### config.mk
export PLATFORM = sky130hd
export DESIGN_NAME = supply_supervisor
export DESIGN_NICKNAME = d
export VERILOG_FILES = /design/src/supervisor_pkg.sv /design/src/supply_supervisor.sv /design/src/rail_filter.sv
export SDC_FILE = /design/constraint.sdc
export NUM_CORES = 1
export LEC_CHECK = 0
export ABC_CLOCK_PERIOD_IN_PS = 5930
export BUFFER_PORTS_ARGS = -buffer_cell sky130_fd_sc_hd__buf_2
export CAP_MARGIN = 20
export CORE_UTILIZATION = 45
export DETAILED_ROUTE_END_ITERATION = 16
export SLEW_MARGIN = 20
export SYNTH_ARGS = -nofsm -noshare
export SYNTH_HDL_FRONTEND = slang
export SYNTH_HIERARCHICAL = 1
export SYNTH_SLANG_ARGS = --single-unit
### constraint.sdc
create_clock -name clk -period 5.93 [get_ports clk]
set_input_delay 1.186 -clock clk [delete_from_list [all_inputs] [get_ports clk]]
set_output_delay 1.186 -clock clk [all_outputs]
set_load 0.02 [all_outputs]
### src/supervisor_pkg.sv
`default_nettype none
package supervisor_pkg;
  // ----------------------------------------------------------------
  // rails and clock
  // ----------------------------------------------------------------
  localparam int NUM_RAILS       = 5;
  localparam int RAIL_BUCK_ONE   = 0;
  localparam int RAIL_BUCK_TWO   = 1;
  localparam int CLK_HZ          = 25_000_000;
  localparam int CNT_W           = 20;
  typedef logic [CNT_W-1:0] cnt_t;
  typedef logic [NUM_RAILS-1:0] rail_vec_t;
  localparam cnt_t CNT_ZERO      = 20'h00000;
  localparam cnt_t CNT_ONE       = 20'h00001;

  // ----------------------------------------------------------------
  // timing, printed units, then cycles
  // ----------------------------------------------------------------
  localparam int BLANK_MS        = 5;
  localparam int DEG_SLOW_MS     = 1;
  localparam int DEG_FAST_US     = 50;
  localparam int DEG_RISE_US     = 10;
  localparam int STROBE_EXTRA_MS = 1;
  localparam int BLANK_CYC       = BLANK_MS * (CLK_HZ / 1000);
  localparam int DEG_SLOW_CYC    = DEG_SLOW_MS * (CLK_HZ / 1000);
  localparam int DEG_FAST_CYC    = DEG_FAST_US * (CLK_HZ / 1000000);
  localparam int DEG_RISE_CYC    = DEG_RISE_US * (CLK_HZ / 1000000);
  localparam int STROBE_EXTRA_CYC = STROBE_EXTRA_MS * (CLK_HZ / 1000);

  // release delay choices in ms (plain defaults)
  localparam int REL_DLY0_MS     = 1;
  localparam int REL_DLY1_MS     = 2;
  localparam int REL_DLY2_MS     = 5;
  localparam int REL_DLY3_MS     = 10;
  localparam int REL_DLY0_CYC    = REL_DLY0_MS * (CLK_HZ / 1000);
  localparam int REL_DLY1_CYC    = REL_DLY1_MS * (CLK_HZ / 1000);
  localparam int REL_DLY2_CYC    = REL_DLY2_MS * (CLK_HZ / 1000);
  localparam int REL_DLY3_CYC    = REL_DLY3_MS * (CLK_HZ / 1000);

  // ----------------------------------------------------------------
  // comparator limits in tenths of a percent
  // ----------------------------------------------------------------
  typedef logic [9:0] permil_t;
  localparam permil_t UV_RELAXED_PM  = 10'h384;  // 90.0 %, plain default
  localparam permil_t UV_TIGHT_B12   = 10'h3c5;  // 96.5 %
  localparam permil_t UV_TIGHT_OTHER = 10'h3bb;  // 95.5 %
  localparam permil_t OV_TIGHT_B12   = 10'h40b;  // 1.1 %: 10'h40b is truncated to 10 bits, leaving 10'h00b
  localparam permil_t OV_TIGHT_OTHER = 10'h415;  // 2.1 %: 10'h415 is truncated to 10 bits, leaving 10'h015
  localparam permil_t OV_NONE_PM     = 10'h000;  // no check

  typedef enum {PG_LOW, PG_DELAY, PG_HIGH} pg_state_t;
  typedef enum {ST_IDLE, ST_WAIT_GOOD, ST_EXTRA} strobe_state_t;
endpackage
`default_nettype wire

### src/supply_supervisor.sv
`default_nettype none
module supply_supervisor #(
  parameter int BLANK_LIM   = supervisor_pkg::BLANK_CYC,
  parameter int SLOW_LIM    = supervisor_pkg::DEG_SLOW_CYC,
  parameter int EXTRA_LIM   = supervisor_pkg::STROBE_EXTRA_CYC,
  parameter int REL_LIM0    = supervisor_pkg::REL_DLY0_CYC,
  parameter int REL_LIM1    = supervisor_pkg::REL_DLY1_CYC,
  parameter int REL_LIM2    = supervisor_pkg::REL_DLY2_CYC,
  parameter int REL_LIM3    = supervisor_pkg::REL_DLY3_CYC
) (
  // clock and reset
  input  wire logic                      clk,
  input  wire logic                      srst,
  // configuration
  input  wire logic                      tight_mode,
  input  wire logic [1:0]                good_release_delay,
  // main rails: enables and comparators
  input  wire supervisor_pkg::rail_vec_t rail_enable,
  input  wire supervisor_pkg::rail_vec_t uv_raw,
  input  wire supervisor_pkg::rail_vec_t ov_raw,
  // sequencer status
  input  wire logic                      seq_done,
  input  wire logic                      powerdown_active,
  input  wire logic                      suspend_state,
  input  wire logic                      strobe_timer_done,
  input  wire supervisor_pkg::rail_vec_t strobe_rails,
  // backup rails
  input  wire logic                      backup_rail_a_good,
  input  wire logic                      backup_rail_b_good,
  // open-drain main good pin
  output logic                           main_rails_good_out,
  output logic                           main_rails_good_oe,
  // other outputs
  output logic                           backup_rails_good,
  output logic                           fault_powerdown_req,
  output logic                           strobe_proceed,
  output supervisor_pkg::rail_vec_t      rail_fault,
  output supervisor_pkg::permil_t        uv_limit [supervisor_pkg::NUM_RAILS],
  output supervisor_pkg::permil_t        ov_limit [supervisor_pkg::NUM_RAILS]
);
  import supervisor_pkg::*;

  rail_vec_t     monitoring;
  rail_vec_t     filt_fault;
  rail_vec_t     active_fault;
  logic          any_fault;
  logic          fault_seen;
  logic          all_watched;
  logic          force_low;
  pg_state_t     pg_state;
  cnt_t          rel_cnt;
  strobe_state_t st_state;
  cnt_t          extra_cnt;
  logic          strobe_good;

  // release delay code to cycle count
  function automatic cnt_t rel_cycles(input logic [1:0] code);
    case (code)
      2'h0:    rel_cycles = cnt_t'(REL_LIM0);
      2'h1:    rel_cycles = cnt_t'(REL_LIM1);
      2'h2:    rel_cycles = cnt_t'(REL_LIM2);
      default: rel_cycles = cnt_t'(REL_LIM3);
    endcase
  endfunction

  // buck one and two carry the narrower window
  function automatic permil_t pick(input int rail, input permil_t b12,
                                   input permil_t other);
    pick = (rail == RAIL_BUCK_ONE || rail == RAIL_BUCK_TWO) ? b12 : other;
  endfunction

  // ----------------------------------------------------------------
  // per-rail filters and limit selection
  // ----------------------------------------------------------------
  for (genvar i = 0; i < NUM_RAILS; i++) begin : g_rail
    rail_filter #(
      .BLANK_LIM (BLANK_LIM),
      .SLOW_LIM  (SLOW_LIM)
    ) u_filt (
      .clk        (clk),
      .srst       (srst),
      .enable     (rail_enable[i]),
      .tight      (tight_mode),
      .uv_raw     (uv_raw[i]),
      .ov_raw     (ov_raw[i]),
      .monitoring (monitoring[i]),
      .fault      (filt_fault[i])
    );

    // thresholds handed to the analog comparators
    always_ff @(posedge clk) begin
      if (srst) begin
        uv_limit[i] <= UV_RELAXED_PM;
        ov_limit[i] <= OV_NONE_PM;
      end else if (tight_mode) begin
        uv_limit[i] <= pick(i, UV_TIGHT_B12, UV_TIGHT_OTHER);
        ov_limit[i] <= pick(i, OV_TIGHT_B12, OV_TIGHT_OTHER);
      end else begin
        uv_limit[i] <= UV_RELAXED_PM;
        ov_limit[i] <= OV_NONE_PM;
      end
    end
  end

  // ----------------------------------------------------------------
  // good / fault decision
  // ----------------------------------------------------------------
  // a disabled rail drops out; filter flags clear with the enable
  assign active_fault = filt_fault & monitoring & rail_enable;
  assign any_fault    = |active_fault;
  assign all_watched  = ((monitoring | ~rail_enable) == '1);
  assign force_low    = powerdown_active || suspend_state
                        || (rail_enable == '0) || any_fault;
  assign rail_fault   = active_fault;

  // one request per fault episode, not one per cycle
  always_ff @(posedge clk) begin
    if (srst) begin
      fault_seen          <= 1'b0;
      fault_powerdown_req <= 1'b0;
    end else begin
      fault_seen          <= any_fault;
      fault_powerdown_req <= any_fault && !fault_seen;
    end
  end

  // main good state; a rail enable dropping alone pulls it low only when no rail is left enabled
  always_ff @(posedge clk) begin
    if (srst) begin
      pg_state <= PG_LOW;
      rel_cnt  <= CNT_ZERO;
    end else if (force_low) begin
      pg_state <= PG_LOW;
      rel_cnt  <= CNT_ZERO;
    end else begin
      case (pg_state)
        PG_LOW: begin
          if (seq_done && all_watched) begin
            pg_state <= PG_DELAY;
            rel_cnt  <= CNT_ZERO;
          end
        end
        PG_DELAY: begin
          if (!seq_done) pg_state <= PG_LOW;
          else if (rel_cnt >= rel_cycles(good_release_delay) - CNT_ONE)
            pg_state <= PG_HIGH;
          else rel_cnt <= rel_cnt + CNT_ONE;
        end
        PG_HIGH: pg_state <= PG_HIGH;
        default: pg_state <= PG_LOW;
      endcase
    end
  end

  // open drain: pull low unless high, never drive high
  assign main_rails_good_out = 1'b0;
  assign main_rails_good_oe  = (pg_state != PG_HIGH);

  // backup good is a plain gate, no filtering and no side effects
  assign backup_rails_good = backup_rail_a_good
                             & backup_rail_b_good;

  // ----------------------------------------------------------------
  // strobe hold for slow rails
  // ----------------------------------------------------------------
  assign strobe_good = ((strobe_rails & uv_raw) == '0);

  always_ff @(posedge clk) begin
    if (srst) begin
      st_state       <= ST_IDLE;
      extra_cnt      <= CNT_ZERO;
      strobe_proceed <= 1'b0;
    end else begin
      strobe_proceed <= 1'b0;
      case (st_state)
        ST_IDLE: begin
          if (strobe_timer_done && strobe_good) strobe_proceed <= 1'b1;
          else if (strobe_timer_done) st_state <= ST_WAIT_GOOD;
        end
        ST_WAIT_GOOD: begin
          extra_cnt <= CNT_ZERO;
          if (strobe_good) st_state <= ST_EXTRA;
        end
        ST_EXTRA: begin
          if (extra_cnt >= cnt_t'(EXTRA_LIM - 1)) begin
            st_state       <= ST_IDLE;
            strobe_proceed <= 1'b1;
          end else extra_cnt <= extra_cnt + CNT_ONE;
        end
        default: st_state <= ST_IDLE;
      endcase
    end
  end

  // ----------------------------------------------------------------
  // checks
  // ----------------------------------------------------------------
  a_fault_drops_pin: assert property (@(posedge clk) disable iff (srst)
    any_fault |=> main_rails_good_oe)
    else $error("pin released during qualified fault");
  a_fault_request: assert property (@(posedge clk) disable iff (srst)
    $rose(any_fault) |=> fault_powerdown_req ##1 !fault_powerdown_req)
    else $error("power-down request missing or stuck");
  a_none_enabled: assert property (@(posedge clk) disable iff (srst)
    rail_enable == '0 |=> main_rails_good_oe)
    else $error("pin released with no rail enabled");
  a_powerdown_low: assert property (@(posedge clk) disable iff (srst)
    powerdown_active |=> main_rails_good_oe)
    else $error("pin released during power-down");
  a_suspend_low: assert property (@(posedge clk) disable iff (srst)
    suspend_state |=> main_rails_good_oe)
    else $error("pin released in suspend");
  // cycles spent in the release delay, so the check follows the code
  cnt_t delay_age;
  always_ff @(posedge clk) begin
    if (srst || pg_state != PG_DELAY) delay_age <= CNT_ZERO;
    else delay_age <= delay_age + CNT_ONE;
  end

  a_release_delay: assert property (@(posedge clk) disable iff (srst)
    $fell(main_rails_good_oe) |-> delay_age == rel_cycles(good_release_delay))
    else $error("pin released before or after release delay");
  a_backup_and: assert property (@(posedge clk) disable iff (srst)
    backup_rails_good == (backup_rail_a_good && backup_rail_b_good))
    else $error("backup good not the and of both");
  a_backup_isolated: assert property (@(posedge clk)
    disable iff (srst)
    $fell(backup_rails_good) && !any_fault |=> !fault_powerdown_req)
    else $error("backup fault requested power-down");
  a_strobe_hold: assert property (@(posedge clk) disable iff (srst)
    st_state == ST_WAIT_GOOD && !strobe_good |=> !strobe_proceed)
    else $error("strobe advanced while rail not good");
endmodule // supply_supervisor
`default_nettype wire

### src/rail_filter.sv
`default_nettype none
// ------------------------------------------------------------------
// one rail: blanking after enable, deglitched under/over voltage
// ------------------------------------------------------------------
module rail_filter #(
  parameter int BLANK_LIM = supervisor_pkg::BLANK_CYC,
  parameter int SLOW_LIM  = supervisor_pkg::DEG_SLOW_CYC
) (
  // clock and reset
  input  wire logic clk,
  input  wire logic srst,
  // rail controls and comparators
  input  wire logic enable,
  input  wire logic tight,
  input  wire logic uv_raw,
  input  wire logic ov_raw,
  // qualified state
  output logic      monitoring,
  output logic      fault
);
  import supervisor_pkg::*;

  cnt_t blank_cnt;
  cnt_t uv_cnt;
  cnt_t ov_cnt;
  logic uv_fault;
  logic ov_fault;
  cnt_t uv_lim;
  cnt_t ov_lim;

  // blanking restarts on every disable so each enable gets full time
  always_ff @(posedge clk) begin
    if (srst || !enable) begin
      blank_cnt  <= CNT_ZERO;
      monitoring <= 1'b0;
    end else if (!monitoring) begin
      if (blank_cnt == cnt_t'(BLANK_LIM - 1)) monitoring <= 1'b1;
      blank_cnt <= blank_cnt + CNT_ONE;
    end
  end

  // deglitch lengths depend on mode and on direction
  always_comb begin
    if (uv_fault) uv_lim = cnt_t'(DEG_RISE_CYC);
    else if (tight) uv_lim = cnt_t'(DEG_FAST_CYC);
    else uv_lim = cnt_t'(SLOW_LIM);
    ov_lim = ov_fault ? cnt_t'(SLOW_LIM) : cnt_t'(DEG_FAST_CYC);
  end

  // counter runs only while comparator disagrees with the flag
  always_ff @(posedge clk) begin
    if (srst || !monitoring) begin
      uv_cnt   <= CNT_ZERO;
      uv_fault <= 1'b0;
    end else if (uv_raw == uv_fault) begin
      uv_cnt <= CNT_ZERO;
    end else if (uv_cnt >= uv_lim - CNT_ONE) begin
      uv_cnt   <= CNT_ZERO;
      uv_fault <= uv_raw;
    end else begin
      uv_cnt <= uv_cnt + CNT_ONE;
    end
  end

  // overvoltage only watched in tight mode
  always_ff @(posedge clk) begin
    if (srst || !monitoring || !tight) begin
      ov_cnt   <= CNT_ZERO;
      ov_fault <= 1'b0;
    end else if (ov_raw == ov_fault) begin
      ov_cnt <= CNT_ZERO;
    end else if (ov_cnt >= ov_lim - CNT_ONE) begin
      ov_cnt   <= CNT_ZERO;
      ov_fault <= ov_raw;
    end else begin
      ov_cnt <= ov_cnt + CNT_ONE;
    end
  end

  assign fault = uv_fault | ov_fault;

  a_uv_fast_qual: assert property (@(posedge clk) disable iff (srst)
    monitoring && tight && !uv_fault && uv_raw && !$past(uv_fault)
    && uv_cnt == cnt_t'(DEG_FAST_CYC - 1) |=> uv_fault)
    else $error("tight undervoltage not qualified on time");
  a_no_ov_relaxed: assert property (@(posedge clk) disable iff (srst)
    !tight |=> !ov_fault)
    else $error("overvoltage flagged in relaxed mode");
  a_blank_hold: assert property (@(posedge clk) disable iff (srst)
    $rose(enable) |-> !monitoring [*8])
    else $error("monitoring started before blanking");
endmodule // rail_filter
`default_nettype wire

# == Word level (Yosys, flattened, before mapping) ==
# Cells that the tools add are included.
# classes
add_sub_neg,28
n_eq_ne,32
bitwise_logic,21
n_div,0
n_reduce_logical,66
multipliers,0
shifts,0
magnitude_cmp,12
n_mux,48
# op_table
cell,count
$add A20 B1 Y20 const B,17
$mux W20,13
$mux W32,7
$ge A20 B20 Y1,11
$sub A20 B1 Y20 const B,11
$pmux W32 S3,2
$eq A20 B17 Y1 const B,5
$mux W15,6
$pmux W20 S2,2
$eq A32 B1 Y1 const B,2
$eq A32 B2 Y1 const B,2
$logic_not A32 Y1,2
$pmux W18 S3,1
$ne A32 B3 Y1 const B,1
$reduce_or A3 Y1,10
$reduce_and A2 Y1,12
$ge A20 B15 Y1 const B,1
$logic_or A1 B1 Y1,18
$ne A2 B2 Y1 const B,8
$and A5 B5 Y5,3
$logic_not A1 Y1,12
$mux W1,12
$eq A1 B1 Y1,10
$logic_not A5 Y1,2
other kinds (20),37
# word_totals
n_memories,0
latch_bits,0
rom_bits,0
ram_bits,0
regBits,462
output_inout_bits,110

# == Logic depth before layout (Yosys ltp) ==
# depth
depth_word,12
depth_mapped,13
mapped_depth_nobuf,12

# == By module ==
# The synthesis kept the hierarchy.
# modules_own_cells
module,instances,area_per_inst_um2,cells_per_inst
rail_filter,5,2952.8,327
supply_supervisor,1,3771.1,466

# == Worst setup path after synthesis ==
# OpenSTA, ideal clock, no wires.
# synth_timing
path_type,input port to flip-flop
start,in good_release_delay[0]
end,reg rel_cnt[16]
required_ns,5.842
path_buffers,1
t_arrival_ns,3.403
path_stages,13
path_slack_ns,2.438
cell_sequence,inv_1 > ha_1 > nor2_1 > xnor2_1 > nand2_1 > ha_1 > a41oi_1 > o32ai_1 > a32oi_2 > nand4_2 > buf_6 > o31a_1 > a311oi_2
# synth_via
elab_chain_cells,10
elab_cells_between_ends,12
classes_between,add/sub (1); order compare (1); eq/ne (3); mux (5); reduce/logical (2)
# synth_lines
element,line_no,source
from (decl),supply_supervisor.sv:16,"input wire logic [1:0] good_release_delay,"
"$eq A2 B2 Y1, or another cell as far along",supply_supervisor.sv:58,case (code)
$pmux W18 S3 *,supply_supervisor.sv:58,
$mux W20 *,supply_supervisor.sv:144,if (!seq_done) pg_state <= PG_LOW;
$mux W20 *,supply_supervisor.sv:136,case (pg_state)
$mux W20 *,supply_supervisor.sv:132,end else if (force_low) begin
$mux W20 *,supply_supervisor.sv:129,if (srst) begin
$sub A20 B1 Y20 *,supply_supervisor.sv:145,else if (rel_cnt >= rel_cycles(good_release_delay) - CNT_ONE)
$ge A20 B20 Y1 *,supply_supervisor.sv:145,
$ne A2 B2 Y1 (no source line) *,n/a,
$reduce_and A4 Y1 (no source line) *,n/a,
to (signal assigned),supply_supervisor.sv:147,else rel_cnt <= rel_cnt + CNT_ONE;
to (decl),supply_supervisor.sv:51,cnt_t rel_cnt;
# Every way passes the cells marked *; elsewhere a longest branch is shown, timed or not. The select of a mux whose other input is x is not followed.
# A chain may end at the register's enable or synchronous reset.

# == Final worst setup path ==
# layout_timing
start,in good_release_delay[0]
end,reg rel_cnt[17]
# The elaborated chain is that of the path after synthesis.

==> flow_summary.ini <==
[synthesis]
synth.distinct_cells = 76
synth_top_flop_cell = dfxtp_1
avgSynthCellArea_um2 = 8.82
yosys-top-cells-area = dfxtp_1 39%, ha_1 8.3%, xor2_1 7.3%, nor2_1 6.7%, buf_4 4.0%
synth_edf_count = 0
yosys_register_bits = 364
ys_async_sr_fraction_pct = 0
yosysTopAreaCell = dfxtp_1
synth.cell_area_um2 = 18500
postSynthCellCount = 2101
yosys_warnings = 6
ys_seq_area_share_pct = 39.3
yosysTopAreaCellShare_pct = 39.3

[critical_path]
arrival_ns = 4.07
critPathKind = in -> reg
worstReg2RegEnd = g_rail[1].u_filt/ov_cnt[12]
startpoint = good_release_delay[0]
cp-end-kind = register
start_kind = input pin
reg2reg_depth = 7
endpoint = rel_cnt[17]
rrSetupSlack_ns = 3.10
r2r-start = g_rail[1].u_filt/ov_fault
crit_required_ns = 6.39
crit_path_max_fanout = 18

[grt]
antenna_found_initial = 1
grt_pass1_vias = 13300
grt_pass1_wl_mm = 62.2
track_usage_pct = 17.6
grt_max_degree = 35
grt-ovfl-total = 0

[sta]
hold_violations = 0
final_max_slew_viol_count = 0
finalSetupTns_ns = 0
finClkSkew_ns = 0.0143
setup_viol = 0
rsz0062_at_grt = false
worst_slack_ns = 2.32
period_share_pct = 60.9
worst_pin_slew_ns = 0.877
relSlewSlack_pct = 41.1
max_freq_mhz = 277
fin_crit_ns = 3.61

[cts]
post_cts_buffers = 0
cts_max_path_buffers = 3
cts_sinks = 364
cts-root-buf = clkbuf_16
postCtsResizedCells = 0
h-tree-depth = 2
cts_made_buffers = 41
clock_latency_ns = 0.56
cts_tree = done
cts_hold_buffers = 0
clkSlewWorstSetupHoldPaths_ns = 0.06

[drt]
avgViaCountPerCell = 5.15
vias = 14100
dr.pass1.iters = 5
wl_mm = 36.5
drt_iter0_drc = 511
ant_nets = 0
post_drt_wl_per_cell_um = 13.4
drc = 0

[die]
die_h_um = 205
rows = 73
die_area_um2 = 42000
start_util_pct = 46.1
coreArea_um2 = 40200
die_w_um = 205
ioPinCount = 141

[finish]
finalInstanceArea_um2 = 20400
area_growth_pct = 10.2
register_area_um2 = 7290
multiInputGateArea_um2 = 10500
drive_gt1_share_pct = 9.03
fillerInstances = 3781
final_nets = 2328

[power]
power.density_nw_per_um2 = 261
power.total_mw = 5.33
p_leak_nw = 7.86
ir_drop_v = 0.000201

[placement]
place_area_um2 = 19000
io_buffers = 76
post-place-ws_ns = 1.78
place.gp.congestion = 0.817
dpl.hpwl_mm = 26.0

[min_path]
hp-class = reg -> reg
min_path_cells = 1

[outcome]
outcome = finished clean

[job]
drv_cap = 0
==> per-layer routing <==
| layer | track usage, % | up-vias | wire, µm | part of all wire (%) |
|---|---|---|---|---|
| li1 | - | 7290 | - | - |
| met1 | 22.8 | 6502 | 17700 | 49 |
| met2 | 29.3 | 220 | 16600 | 46 |
| met3 | 3.23 | 57 | 1330 | 3.7 |
| met4 | 5.45 | 0 | 807 | 2.2 |
| met5 | 0 | - | 0 | 0 |
==> how the worst min path moves through the flow <==
stage | start | end | slack (ns)
6_report | fault_seen | fault_powerdown_req | 0.39
5_1_grt | fault_seen | fault_powerdown_req | 0.41
4_1_cts | fault_seen | fault_powerdown_req | 0.40
3_5_place_dp | fault_seen | fault_powerdown_req | 0.39
3_3_place_gp | fault_seen | fault_powerdown_req | 0.38
2_1_floorplan | fault_seen | fault_powerdown_req | 0.37
==> registers in the layout, indices dropped and copies added, names as in the netlist <==
signal	cells
g_rail.u_filt/blank_cnt	100
g_rail.u_filt/ov_cnt	100
g_rail.u_filt/uv_cnt	100
extra_cnt	20
rel_cnt	20
g_rail.u_filt/monitoring	5
g_rail.u_filt/ov_fault	5
g_rail.u_filt/uv_fault	5
pg_state	2
st_state	2
uv_limit	2
fault_powerdown_req	1
fault_seen	1
strobe_proceed	1
==> stage by stage <==
step / instances / utilization (%) / hold WS [ns]
after floorplan: 2205 / - / 0.373
after global placement: 2656 / 47.2 / 0.381
after detailed placement: 2656 / 47.2 / 0.387
after CTS: 2729 / 50.8 / 0.395
after global routing: 2730 / 50.8 / 0.412
final: 2730 / 50.8 / 0.393
==> power by group <==
part	internal [mW]	switching [mW]	total, mW
Sequential	2.47	0.0109	2.48
Clock	1.65	1.02	2.67
Combinational	0.0499	0.135	0.184
==> Yosys cell counts, types with 5 or more instances <==
cell type,count
or4b_2,10
and3_1,51
o21ai_0,40
nand4_1,69
and2_1,16
nor4_1,40
xnor2_1,79
a31oi_1,15
nor3_1,32
mux2i_1,12
nand3_1,121
or3_1,17
nand4b_1,5
and3b_1,5
conb_1,7
nor2b_1,13
clkbuf_1,42
o31ai_1,5
xor2_1,155
nand2_1,132
and2_2,5
inv_1,55
a21oi_1,51
a21o_1,10
nand2b_1,14
buf_6,6
or4_1,18
o21ai_1,18
buf_4,99
a21o_2,5
ha_1,123
a211oi_1,16
dfxtp_1,364
and4_1,22
o211a_1,5
and2b_2,5
nor4b_1,5
or4b_1,7
nor2_1,330
nand4_4,5
or2_2,5
or4_4,10
a41oi_1,6
==> area by class of cell <==
cell class	instances	share of cell area [%]
Sequential cell	364	35.7
Clock buffer	55	5.93
Tap cell	525	3.22
Clock inverter	18	1.13
Multi-Input combinational cell	1636	51.2
Antenna cell	1	0.0123
Inverter	55	1.01
Timing Repair Buffer	76	1.86
==> critical path, cell delays in order <==
cell and delay [ns]:
buf_2 0.13, inv_1 0.10, ha_1 0.23, nor2_1 0.14, xnor2_1 0.13, nand2_1 0.07
ha_1 0.28, a41oi_1 0.27, o31ai_1 0.13, o311ai_2 0.30, nand3_2 0.38, or3_1 0.47
a211oi_1 0.25
==> layout by cell type, fill, tap and decap left out, types with 6 or more instances in the layout <==
cell type,synthesis,layout
o21ai_0,40,40
nand2b_1,14,14
clkbuf_8,0,9
buf_2,2,76
dfxtp_1,364,364
nor3_1,32,32
nor2_1,330,330
conb_1,7,111
xor2_1,155,155
inv_1,55,55
a21o_1,10,10
and3_1,51,51
or4_4,10,10
nor2b_1,13,13
and4_1,22,22
mux2i_1,12,12
clkinv_2,0,8
nand4_1,69,69
or4b_1,7,7
and2_1,16,16
a41oi_1,6,6
ha_1,123,123
or4b_2,10,10
a211oi_1,16,16
nand3_1,121,121
a31oi_1,15,15
or3_1,17,17
o21ai_1,18,18
a21oi_1,51,51
nand2_1,132,132
clkbuf_16,0,43
or4_1,18,18
xnor2_1,79,79
nor4_1,40,40
==> cell families after synthesis <==
logic type	after synthesis	synth area share (%)
XOR/XNOR	234	11.1
buffers and inverters	205	6.41
flip-flops	364	39.3
other	7	0.142
AND/OR/NAND/NOR	948	26.6
adder cells (fa/ha/maj)	123	8.30
multiplexers	13	0.709
AO/OA/AOI/OAI	207	7.43
Power figures use the tool's default switching activity.
